===== src/rtl/rcs_pkg.sv =====
// Constants and types for the radio channel sense and tuning block
package rcs_pkg;
	// Symbol period and averaging window
	localparam int SYMBOL_NS = 16000;
	localparam int CLK_PERIOD_NS = 4;
	localparam int SYMBOL_CYCLES = SYMBOL_NS / CLK_PERIOD_NS;
	localparam int AVG_SYMBOLS = 8;
	localparam int AVG_SHIFT = 3;
	localparam int CORR_SYMBOLS = 8;
	localparam int VALID_SYMBOLS = 8;
	// Frequency plan in MHz
	localparam int SYNTH_CHANNEL_WORD_BASE_MHZ = 2048;
	localparam int IF_MHZ = 2;
	localparam logic [9:0] SYNTH_CHANNEL_WORD_RESET = 10'h165;
	localparam logic [11:0] LO_BASE = 12'h800;
	localparam logic [11:0] IF_OFFSET = 12'h002;
	// Transmit power reset code
	localparam logic [7:0] TX_POWER_RESET = 8'hff;
	// Clear channel criterion codes
	localparam logic [1:0] CCA_RESERVED = 2'h0;
	localparam logic [1:0] CCA_ENERGY = 2'h1;
	localparam logic [1:0] CCA_CARRIER = 2'h2;
	localparam logic [1:0] CCA_BOTH = 2'h3;
	localparam logic [1:0] CLEAR_CHANNEL_CRITERION_RESET = 2'h3;
	localparam logic signed [7:0] THR_RESET = 8'shc0;
	localparam logic [2:0] HYST_RESET = 3'h2;
	// Calibration length in cycles
	localparam int CAL_CYCLES = 48;
	// Radio control states
	typedef enum logic [4:0]
	{
		ST_IDLE = 5'h01,
		ST_RX_CAL = 5'h02,
		ST_RX = 5'h04,
		ST_TX_CAL = 5'h08,
		ST_TX = 5'h10
	} rcs_state_t;
endpackage


===== src/rtl/rcs_avg.sv =====
// Eight symbol running average of signal strength samples
`timescale 1ns/1ps
module rcs_avg #(
	parameter int SYM_CYCLES = rcs_pkg::SYMBOL_CYCLES
)(
	// Clock and reset
	input wire logic clk,
	input wire logic rst_n,
	// Sample in
	input wire logic run,
	input wire logic signed [7:0] sample,
	// Average out
	output logic signed [7:0] average,
	output logic sym_tick
);
	import rcs_pkg::*;

	// ****************************************
	// Symbol timing and accumulation
	// ****************************************
	logic [15:0] cyc; // Cycles into current symbol
	logic signed [7:0] hist [0:AVG_SYMBOLS-1]; // One sample per symbol
	logic signed [10:0] sum; // Sum of window
	wire tick = run && (cyc == 16'(SYM_CYCLES - 1));
	wire signed [10:0] next_sum = sum + 11'(sample) - 11'(hist[AVG_SYMBOLS-1]);

	assign sym_tick = tick;

	// Sample one value per symbol, keep eight symbol window
	always_ff @(posedge clk or negedge rst_n)
	begin
		if (!rst_n)
		begin
			cyc <= 16'h0000;
			sum <= 11'sh000;
			average <= 8'sh00;
			for (int i = 0; i < AVG_SYMBOLS; i++)
				hist[i] <= 8'sh00;
		end
		else if (!run)
			cyc <= 16'h0000; // Symbol timing restarts when receiver turns on again; window history and sum are kept
		else
		begin
			cyc <= tick ? 16'h0000 : cyc + 16'h0001;
			if (tick)
			begin
				hist[0] <= sample;
				for (int i = 1; i < AVG_SYMBOLS; i++)
					hist[i] <= hist[i-1];
				sum <= next_sum;
				average <= 8'(next_sum >>> AVG_SHIFT);
			end
		end
	end
endmodule


===== src/rtl/rcs_top.sv =====
// Channel sense, correlation report, clear channel and synthesizer control
`timescale 1ns/1ps
module rcs_top #(
	parameter int SYM_CYCLES = rcs_pkg::SYMBOL_CYCLES,
	parameter int CAL_LEN = rcs_pkg::CAL_CYCLES
)(
	// Clock and reset
	input wire logic CLK_SYS,
	input wire logic RST_N,
	// Receiver front end samples
	input wire logic signed [7:0] RAW_STRENGTH,
	input wire logic [6:0] SYMBOL_CORR,
	input wire logic SYMBOL_STROBE,
	input wire logic SFD_DETECT,
	input wire logic FRAME_END,
	input wire logic CRC_OK,
	input wire logic VALID_RECEPTION,
	// Software control
	input wire logic RX_ENABLE_STROBE,
	input wire logic TX_ENABLE_STROBE,
	input wire logic TRANSMIT_IF_CLEAR_STROBE,
	input wire logic RADIO_OFF_STROBE,
	input wire logic TX_DONE,
	input wire logic AUTO_CHECK_APPEND,
	input wire logic signed [7:0] CARRIER_SENSE_THRESHOLD,
	input wire logic [2:0] CARRIER_SENSE_HYSTERESIS,
	input wire logic [1:0] CLEAR_CHANNEL_CRITERION,
	input wire logic [1:0] SYNTH_CONTROL_HIGH,
	input wire logic [7:0] SYNTH_CONTROL_LOW,
	input wire logic [7:0] TRANSMIT_POWER_REGISTER,
	input wire logic CLEAR_CHANNEL_IRQ_CLEAR,
	// Status to software
	output logic signed [7:0] SIGNAL_STRENGTH_READING,
	output logic CLEAR_CHANNEL,
	output logic CLEAR_CHANNEL_VALID,
	output logic CLEAR_CHANNEL_IRQ_FLAG,
	output logic TX_ACTIVE,
	output logic [4:0] RADIO_STATE,
	// Frame trailer append
	output logic APPEND_VALID,
	output logic signed [7:0] APPEND_STRENGTH,
	output logic [7:0] APPEND_CORR_CRC,
	// Synthesizer
	output logic [11:0] LO_SYNTH_CHANNEL_WORD_MHZ,
	output logic [11:0] CARRIER_MHZ,
	output logic SYNTH_CALIBRATE,
	output logic [7:0] PA_POWER_CODE
);
	import rcs_pkg::*;

	// ****************************************
	// Input synchronisers (front end is asynchronous)
	// ****************************************
	logic [4:0] sync1; // First stage, read only by second
	logic [4:0] sync2; // Safe copies
	always_ff @(posedge CLK_SYS or negedge RST_N)
	begin
		if (!RST_N)
		begin
			sync1 <= 5'h00;
			sync2 <= 5'h00;
		end
		else
		begin
			sync1 <= {SYMBOL_STROBE, SFD_DETECT, FRAME_END, CRC_OK, VALID_RECEPTION};
			sync2 <= sync1;
		end
	end
	wire sym_s = sync2[4];
	wire sfd_s = sync2[3];
	wire end_s = sync2[2];
	wire crc_s = sync2[1];
	wire valid_rx_s = sync2[0];
	logic sym_d, sfd_d, end_d; // Edge history
	wire sym_rise = sym_s && !sym_d;
	wire sfd_rise = sfd_s && !sfd_d;
	wire end_rise = end_s && !end_d;

	// Sample buses are quasi static; two stages keep them settled
	logic signed [7:0] raw1, raw2;
	logic [6:0] corr1, corr2;

	// ****************************************
	// Radio control state machine
	// ****************************************
	rcs_state_t state, next_state;
	logic [7:0] cal_cnt; // Calibration time left
	wire cal_done = (cal_cnt == 8'h00);
	wire rx_on = (state == ST_RX);

	// Strength averaging
	logic signed [7:0] avg;
	logic avg_tick;
	rcs_avg #(.SYM_CYCLES(SYM_CYCLES)) u_avg
	(
		.clk(CLK_SYS),
		.rst_n(RST_N),
		.run(rx_on),
		.sample(raw2),
		.average(avg),
		.sym_tick(avg_tick)
	);

	// ****************************************
	// Clear channel evaluation
	// ****************************************
	logic [3:0] rx_syms; // Symbols since receiver enabled
	logic energy_low; // Hysteretic energy criterion
	wire signed [8:0] thr_hi = 9'(CARRIER_SENSE_THRESHOLD) + 9'(CARRIER_SENSE_HYSTERESIS);
	wire signed [8:0] thr_lo = 9'(CARRIER_SENSE_THRESHOLD) - 9'(CARRIER_SENSE_HYSTERESIS);
	wire above = 9'(avg) > thr_hi;
	wire below = 9'(avg) < thr_lo;
	wire cca_valid = rx_on && (rx_syms >= 4'(VALID_SYMBOLS));
	logic crit;
	always_comb
	begin
		case (CLEAR_CHANNEL_CRITERION)
			CCA_ENERGY: crit = energy_low;
			CCA_CARRIER: crit = !valid_rx_s;
			CCA_BOTH: crit = energy_low && !valid_rx_s;
			default: crit = 1'b0; // Reserved code never reports clear
		endcase
	end
	wire clear_now = cca_valid && crit;

	// Transmit-if-clear only leaves receive when channel is clear
	always_comb
	begin
		next_state = state;
		case (state)
			ST_IDLE:
				if (TX_ENABLE_STROBE) next_state = ST_TX_CAL;
				else if (RX_ENABLE_STROBE) next_state = ST_RX_CAL;
			ST_RX_CAL:
				if (cal_done) next_state = ST_RX;
			ST_RX:
				if (TX_ENABLE_STROBE || (TRANSMIT_IF_CLEAR_STROBE && clear_now))
					next_state = ST_TX_CAL;
			ST_TX_CAL:
				if (cal_done) next_state = ST_TX;
			ST_TX:
				if (TX_DONE) next_state = ST_RX_CAL;
			default: next_state = ST_IDLE;
		endcase
		if (RADIO_OFF_STROBE)
			next_state = ST_IDLE;
	end
	wire entering_cal = (next_state == ST_RX_CAL || next_state == ST_TX_CAL) &&
		(next_state != state);

	// State, calibration counter, symbol count and energy latch
	always_ff @(posedge CLK_SYS or negedge RST_N)
	begin
		if (!RST_N)
		begin
			state <= ST_IDLE;
			cal_cnt <= 8'h00;
			rx_syms <= 4'h0;
			energy_low <= 1'b0;
		end
		else
		begin
			state <= next_state;
			if (entering_cal)
				cal_cnt <= 8'(CAL_LEN - 1);
			else if (!cal_done)
				cal_cnt <= cal_cnt - 8'h01;
			if (!rx_on)
				rx_syms <= 4'h0;
			else if (avg_tick && rx_syms != 4'hf)
				rx_syms <= rx_syms + 4'h1;
			if (!cca_valid)
				energy_low <= 1'b0;
			else if (below)
				energy_low <= 1'b1;
			else if (above)
				energy_low <= 1'b0;
		end
	end

	// ****************************************
	// Per-frame correlation average
	// ****************************************
	logic [9:0] corr_sum; // Sum of eight 7-bit values
	logic [3:0] corr_n; // Symbols collected
	logic [6:0] corr_avg;
	always_ff @(posedge CLK_SYS or negedge RST_N)
	begin
		if (!RST_N)
		begin
			sym_d <= 1'b0;
			sfd_d <= 1'b0;
			end_d <= 1'b0;
			raw1 <= 8'sh00;
			raw2 <= 8'sh00;
			corr1 <= 7'h00;
			corr2 <= 7'h00;
			corr_sum <= 10'h000;
			corr_n <= 4'h8;
			corr_avg <= 7'h00;
		end
		else
		begin
			sym_d <= sym_s;
			sfd_d <= sfd_s;
			end_d <= end_s;
			raw1 <= RAW_STRENGTH;
			raw2 <= raw1;
			corr1 <= SYMBOL_CORR;
			corr2 <= corr1;
			if (sfd_rise)
			begin
				corr_sum <= 10'h000;
				corr_n <= 4'h0;
			end
			else if (sym_rise && corr_n < 4'(CORR_SYMBOLS))
			begin
				corr_sum <= corr_sum + 10'(corr2);
				corr_n <= corr_n + 4'h1;
				if (corr_n == 4'(CORR_SYMBOLS - 1))
					corr_avg <= 7'((corr_sum + 10'(corr2)) >> 3);
			end
		end
	end

	// ****************************************
	// Status, append and synthesizer outputs
	// ****************************************
	wire [11:0] carrier = LO_BASE + {2'h0, SYNTH_CONTROL_HIGH, SYNTH_CONTROL_LOW};
	always_ff @(posedge CLK_SYS or negedge RST_N)
	begin
		if (!RST_N)
		begin
			SIGNAL_STRENGTH_READING <= 8'sh00;
			CLEAR_CHANNEL <= 1'b0;
			CLEAR_CHANNEL_VALID <= 1'b0;
			CLEAR_CHANNEL_IRQ_FLAG <= 1'b0;
			TX_ACTIVE <= 1'b0;
			RADIO_STATE <= ST_IDLE;
			APPEND_VALID <= 1'b0;
			APPEND_STRENGTH <= 8'sh00;
			APPEND_CORR_CRC <= 8'h00;
			LO_SYNTH_CHANNEL_WORD_MHZ <= 12'h000;
			CARRIER_MHZ <= 12'h000;
			SYNTH_CALIBRATE <= 1'b0;
			PA_POWER_CODE <= TX_POWER_RESET;
		end
		else
		begin
			SIGNAL_STRENGTH_READING <= avg;
			CLEAR_CHANNEL <= clear_now;
			CLEAR_CHANNEL_VALID <= cca_valid;
			// Set wins over a simultaneous clear
			if (clear_now)
				CLEAR_CHANNEL_IRQ_FLAG <= 1'b1;
			else if (CLEAR_CHANNEL_IRQ_CLEAR)
				CLEAR_CHANNEL_IRQ_FLAG <= 1'b0;
			TX_ACTIVE <= (next_state == ST_TX_CAL) || (next_state == ST_TX);
			RADIO_STATE <= next_state;
			APPEND_VALID <= end_rise && AUTO_CHECK_APPEND;
			if (end_rise && AUTO_CHECK_APPEND)
			begin
				APPEND_STRENGTH <= avg;
				APPEND_CORR_CRC <= {crc_s, corr_avg};
			end
			CARRIER_MHZ <= carrier;
			LO_SYNTH_CHANNEL_WORD_MHZ <= rx_on || state == ST_RX_CAL ? carrier - IF_OFFSET : carrier;
			SYNTH_CALIBRATE <= (state == ST_RX_CAL) || (state == ST_TX_CAL);
			PA_POWER_CODE <= TRANSMIT_POWER_REGISTER;
		end
	end
endmodule


===== config.mk =====
export PLATFORM = sky130hd
export DESIGN_NAME = rcs_top
export DESIGN_NICKNAME = d
export VERILOG_FILES = /design/src/rtl/rcs_pkg.sv /design/src/rtl/rcs_avg.sv /design/src/rtl/rcs_top.sv
export SDC_FILE = /design/constraint.sdc
export NUM_CORES = 1
export LEC_CHECK = 0
export ABC_AREA = 1
export BUFFER_PORTS_ARGS = -buffer_cell sky130_fd_sc_hd__clkbuf_2
export CAP_MARGIN = 20
export CORE_MARGIN = 3
export CORE_UTILIZATION = 45
export DETAILED_ROUTE_END_ITERATION = 7
export SLEW_MARGIN = 20
export SYNTH_ARGS = -nofsm -noshare
export SYNTH_HDL_FRONTEND = slang
export SYNTH_HIERARCHICAL = 1
export SYNTH_SLANG_ARGS = --single-unit

===== constraint.sdc =====
create_clock -name CLK_SYS -period 3.1 [get_ports CLK_SYS]
set_input_delay 0.62 -clock CLK_SYS [delete_from_list [all_inputs] [get_ports CLK_SYS]]
set_output_delay 0.62 -clock CLK_SYS [all_outputs]
set_load 0.01 [all_outputs]

==> metrics.md <==
| Metric | Value |
|---|---|
| Status | `finished clean` |
| Power per cell area | `~560 mW/mm²` |
| Chip Height | `about 160 µm` |
| Post-detail-place hpwl | `14600 µm` |
| Post-CTS sizing | `0` |
| Hold Vio Cnt, Final | `0` |
| Worst Skew | `approximately 0.014 ns` |
| Most common cell on crit path | `nand2_1` |
| Clk_lat worst skew | `0.52 ns` |
| Vias per cell | `4.69` |
| Vias in the first global route | `7741` |
| Cell Count Post-Placement | `1601` |
| Layout Nets | `roughly 1400` |
| Netlist cell types | `45` |
| Seq/Total Area, Yosys | `0.543` |
| Crit end category | `flop` |
| Leading cell types in the layout, fill and taps excluded | `nand2_1, dfrtp_1, inv_1, clkbuf_2, nor2_1` |
| Syn Std Cell Area | `about 0.011 mm²` |
| Setup-failing EPs final | `0` |
| Post-Syn Instances | `1173` |
| Number of flops mapped to enable cells by yosys | `0` |
| CP required | `3.55 ns` |
| FF-to-FF Start | `RADIO_STATE[1]` |
| Yosys top cell area share | `0.519` |
| # rows | `55` |
| Slowest CP cell | `fa_1` |
| Gr usage total | `0.165` |
| Synthesized flop and latch total | `233` |
| Pleak | `a little under 7 nW` |
| Hold slack | `between 0.1 and 0.15 ns` |
| Crit Path Max Fanout | `3` |
| Worst min path class | `input pin to asynchronous set/reset pin` |
| Cell area after layout | `about 0.013 mm²` |
| Worst R2R Path Depth | `10` |
| Cts bufs inserted | `26` |
| DRC | `0` |
| YS warnings | `6` |
| Worst slack, placed | `-0.107 ns` |
| Ant diodes | `0` |
| Final ANT Viol Nets | `0` |
| Initial antenna violation count | `0` |
| RSZ-0062 raised after global routing | `no` |
| Avg WL per Cell | `about 12 µm` |
| RR Endpoint | `u_avg/hist[12]` |
| Sequential Area | `0.00584 mm²` |
| Worst-path cell chain | `clkbuf_2 > inv_1 > ha_1 > inv_1 > fa_1 > a21oi_1 > nand2_1 > nor3_1 > a21oi_1 > ha_1 > nand2_1 > nor2_1 > nand3_1 > nand3_1 > xor2_1 > buf_4 > nand2_1 > nand2_1` |
| Ys flop type | `dfrtp_1` |
| Gpl congestion | `0.860` |
| Post-Route WL | `between 20000 and 25000 µm` |
| Critical path class | `input pin to flop` |
| Largest cells by area after synthesis | `dfrtp_1, nand2_1, ha_1, inv_1, xor2_1` |
| Max_slew headroom | `0.540` |
| Setup TNS | `0 ns` |
| Share of cells above drive strength 1 | `0.175` |
| CTS H-tree depth | `1` |
| Post-Syn Nets | `around 1300` |
| FFs w/ async S/R, synth | `1.00` |
| # Post-CTS Setup Buffers | `0` |
| Flop2flop setup slack | `0.64 ns` |
| CP bufs+invs | `4` |
| Largest delay share family, worst path | `adder cells` |
| Period utilization | `0.858` |
| 1st-iter DRT viols | `between 400 and 500` |
| Hold_buf cts | `0` |
| Synth area leader | `dfrtp_1` |
| Placed cell areas | `~0.012 mm²` |
| Crit-path max cell delay | `around 0.37 ns` |
| Starting Density | `0.466` |
| Fmax | `between 0.3 and 0.4 GHz` |
| Final Max Slew Viols | `0` |
| Fill cells | `2091` |
| Clock transition at path regs | `0.06 ns` |
| Fin cells | `1648` |
| Die area | `0.0258 mm²` |
| First-pass GRT wire length | `approximately 36000 µm` |
| Max_cap viols | `0` |
| Least-Margin Pin Slew | `about 0.7 ns` |
| Total grt overflow | `0` |
| Final WS setup | `0.439 ns` |
| Critical path startpoint category | `input pin` |
| Clk root buf | `clkbuf_16` |
| Die X | `around 160 µm` |
| CTS tree | `yes` |
| Avg Inst Size Synth | `about 9 µm²` |
| Tmin final | `2.66 ns` |
| CP Launch Point | `CARRIER_SENSE_THRESHOLD[0]` |
| P&R area growth vs syn | `17.8%` |
| Port buffer count | `125` |
| Drt first pass iters | `5` |
| Max VDD drop | `around 0.4 mV` |
| Most common cell after layout, fill and taps aside | `nand2_1` |
| CP Data Arrival Time | `roughly 3.1 ns` |
| Sink Count | `roughly 230` |
| Clk buf depth | `3` |
| Routed vias | `roughly 7700` |
| Largest net degree at the start of global routing | `88` |
| Area of the multi-input gates | `between 0.004 and 0.005 mm²` |
| I/O pins | `127` |
| Core area | `between 0.02 and 0.025 mm²` |
## where the power goes
part           internal [mW]  leakage [nW]  switching, mW  total, mW
clock                   1.90         0.438           1.19       3.09
combinational          0.304          3.26          0.479      0.783
sequential              3.17          3.04         0.0708       3.24
total                   5.38          6.74           1.74       7.12
## through the flow
| step | utilization | power (mW) |
|---|---|---|
| after floorplan | - | 3.80 |
| after global placement | 0.511 | 4.07 |
| after detailed placement | 0.511 | 4.09 |
| after CTS | 0.549 | 7.25 |
| after global routing | 0.549 | 7.50 |
| final | 0.549 | 7.12 |
## synth_stat cells (3+ instances only)
cell,number
nand3_1,48
o21ai_1,13
fa_1,13
inv_1,142
or2_2,4
xnor2_1,10
clkinv_1,3
buf_2,5
dfstp_2,10
nor2_2,5
buf_6,4
clkbuf_1,10
nor4_1,3
nand3b_1,3
nand4_1,12
nor2_1,68
buf_4,12
a21oi_1,33
nand4_2,3
dfrtp_1,223
o21ai_0,48
ha_1,49
nand2_1,374
nor3_1,11
inv_2,6
xor2_1,31
## logic make-up (layout without fill, tap and decap cells)
family,count (synthesis),count (layout),synth area share
other,2,2,0.000699
adders and majority gates,62,62,0.0812
buffers and inverters,182,344,0.0711
DFF,233,233,0.543
xor gates and xnor gates,41,41,0.0334
and+or+nand+nor,545,545,0.216
AOI/OAI and AO/OA,108,108,0.0540
## registers in the layout, indices dropped and copies added (netlist names), 8 cells and up
register	count
CARRIER_MHZ	10
APPEND_STRENGTH	8
SIGNAL_STRENGTH_READING	8
raw2	8
PA_POWER_CODE	8
LO_SYNTH_CHANNEL_WORD_MHZ	12
raw1	8
u_avg/average	8
cal_cnt	8
APPEND_CORR_CRC	8
corr_sum	10
u_avg/hist	64
u_avg/cyc	16
## cell type report
cell class,instances,area share
Multi-Input combinational cell,758,0.328
Tap cell,313,0.0309
Sequential cell,233,0.461
Clock inverter,9,0.00889
Clock buffer,38,0.0612
Timing Repair Buffer,146,0.0646
Inverter,151,0.0447
## metal layers
layer,vias up,GRT usage,part of all wire
met1,3640,0.228,0.47
met3,21,0.0286,0.040
met5,-,0,0
met2,121,0.274,0.47
met4,0,0.0363,0.017
li1,3954,-,-
## worst max-delay path by stage
stage            endpoint  slack (ns)  cells after the start
2_1_floorplan  energy_low        0.19                     18
3_3_place_gp   energy_low       -0.07                     18
3_5_place_dp   energy_low       -0.11                     18
4_1_cts        energy_low        0.45                     18
5_1_grt        energy_low        0.21                     19
6_report       energy_low        0.44                     18
Note: power is estimated with default switching activity, not from simulation.
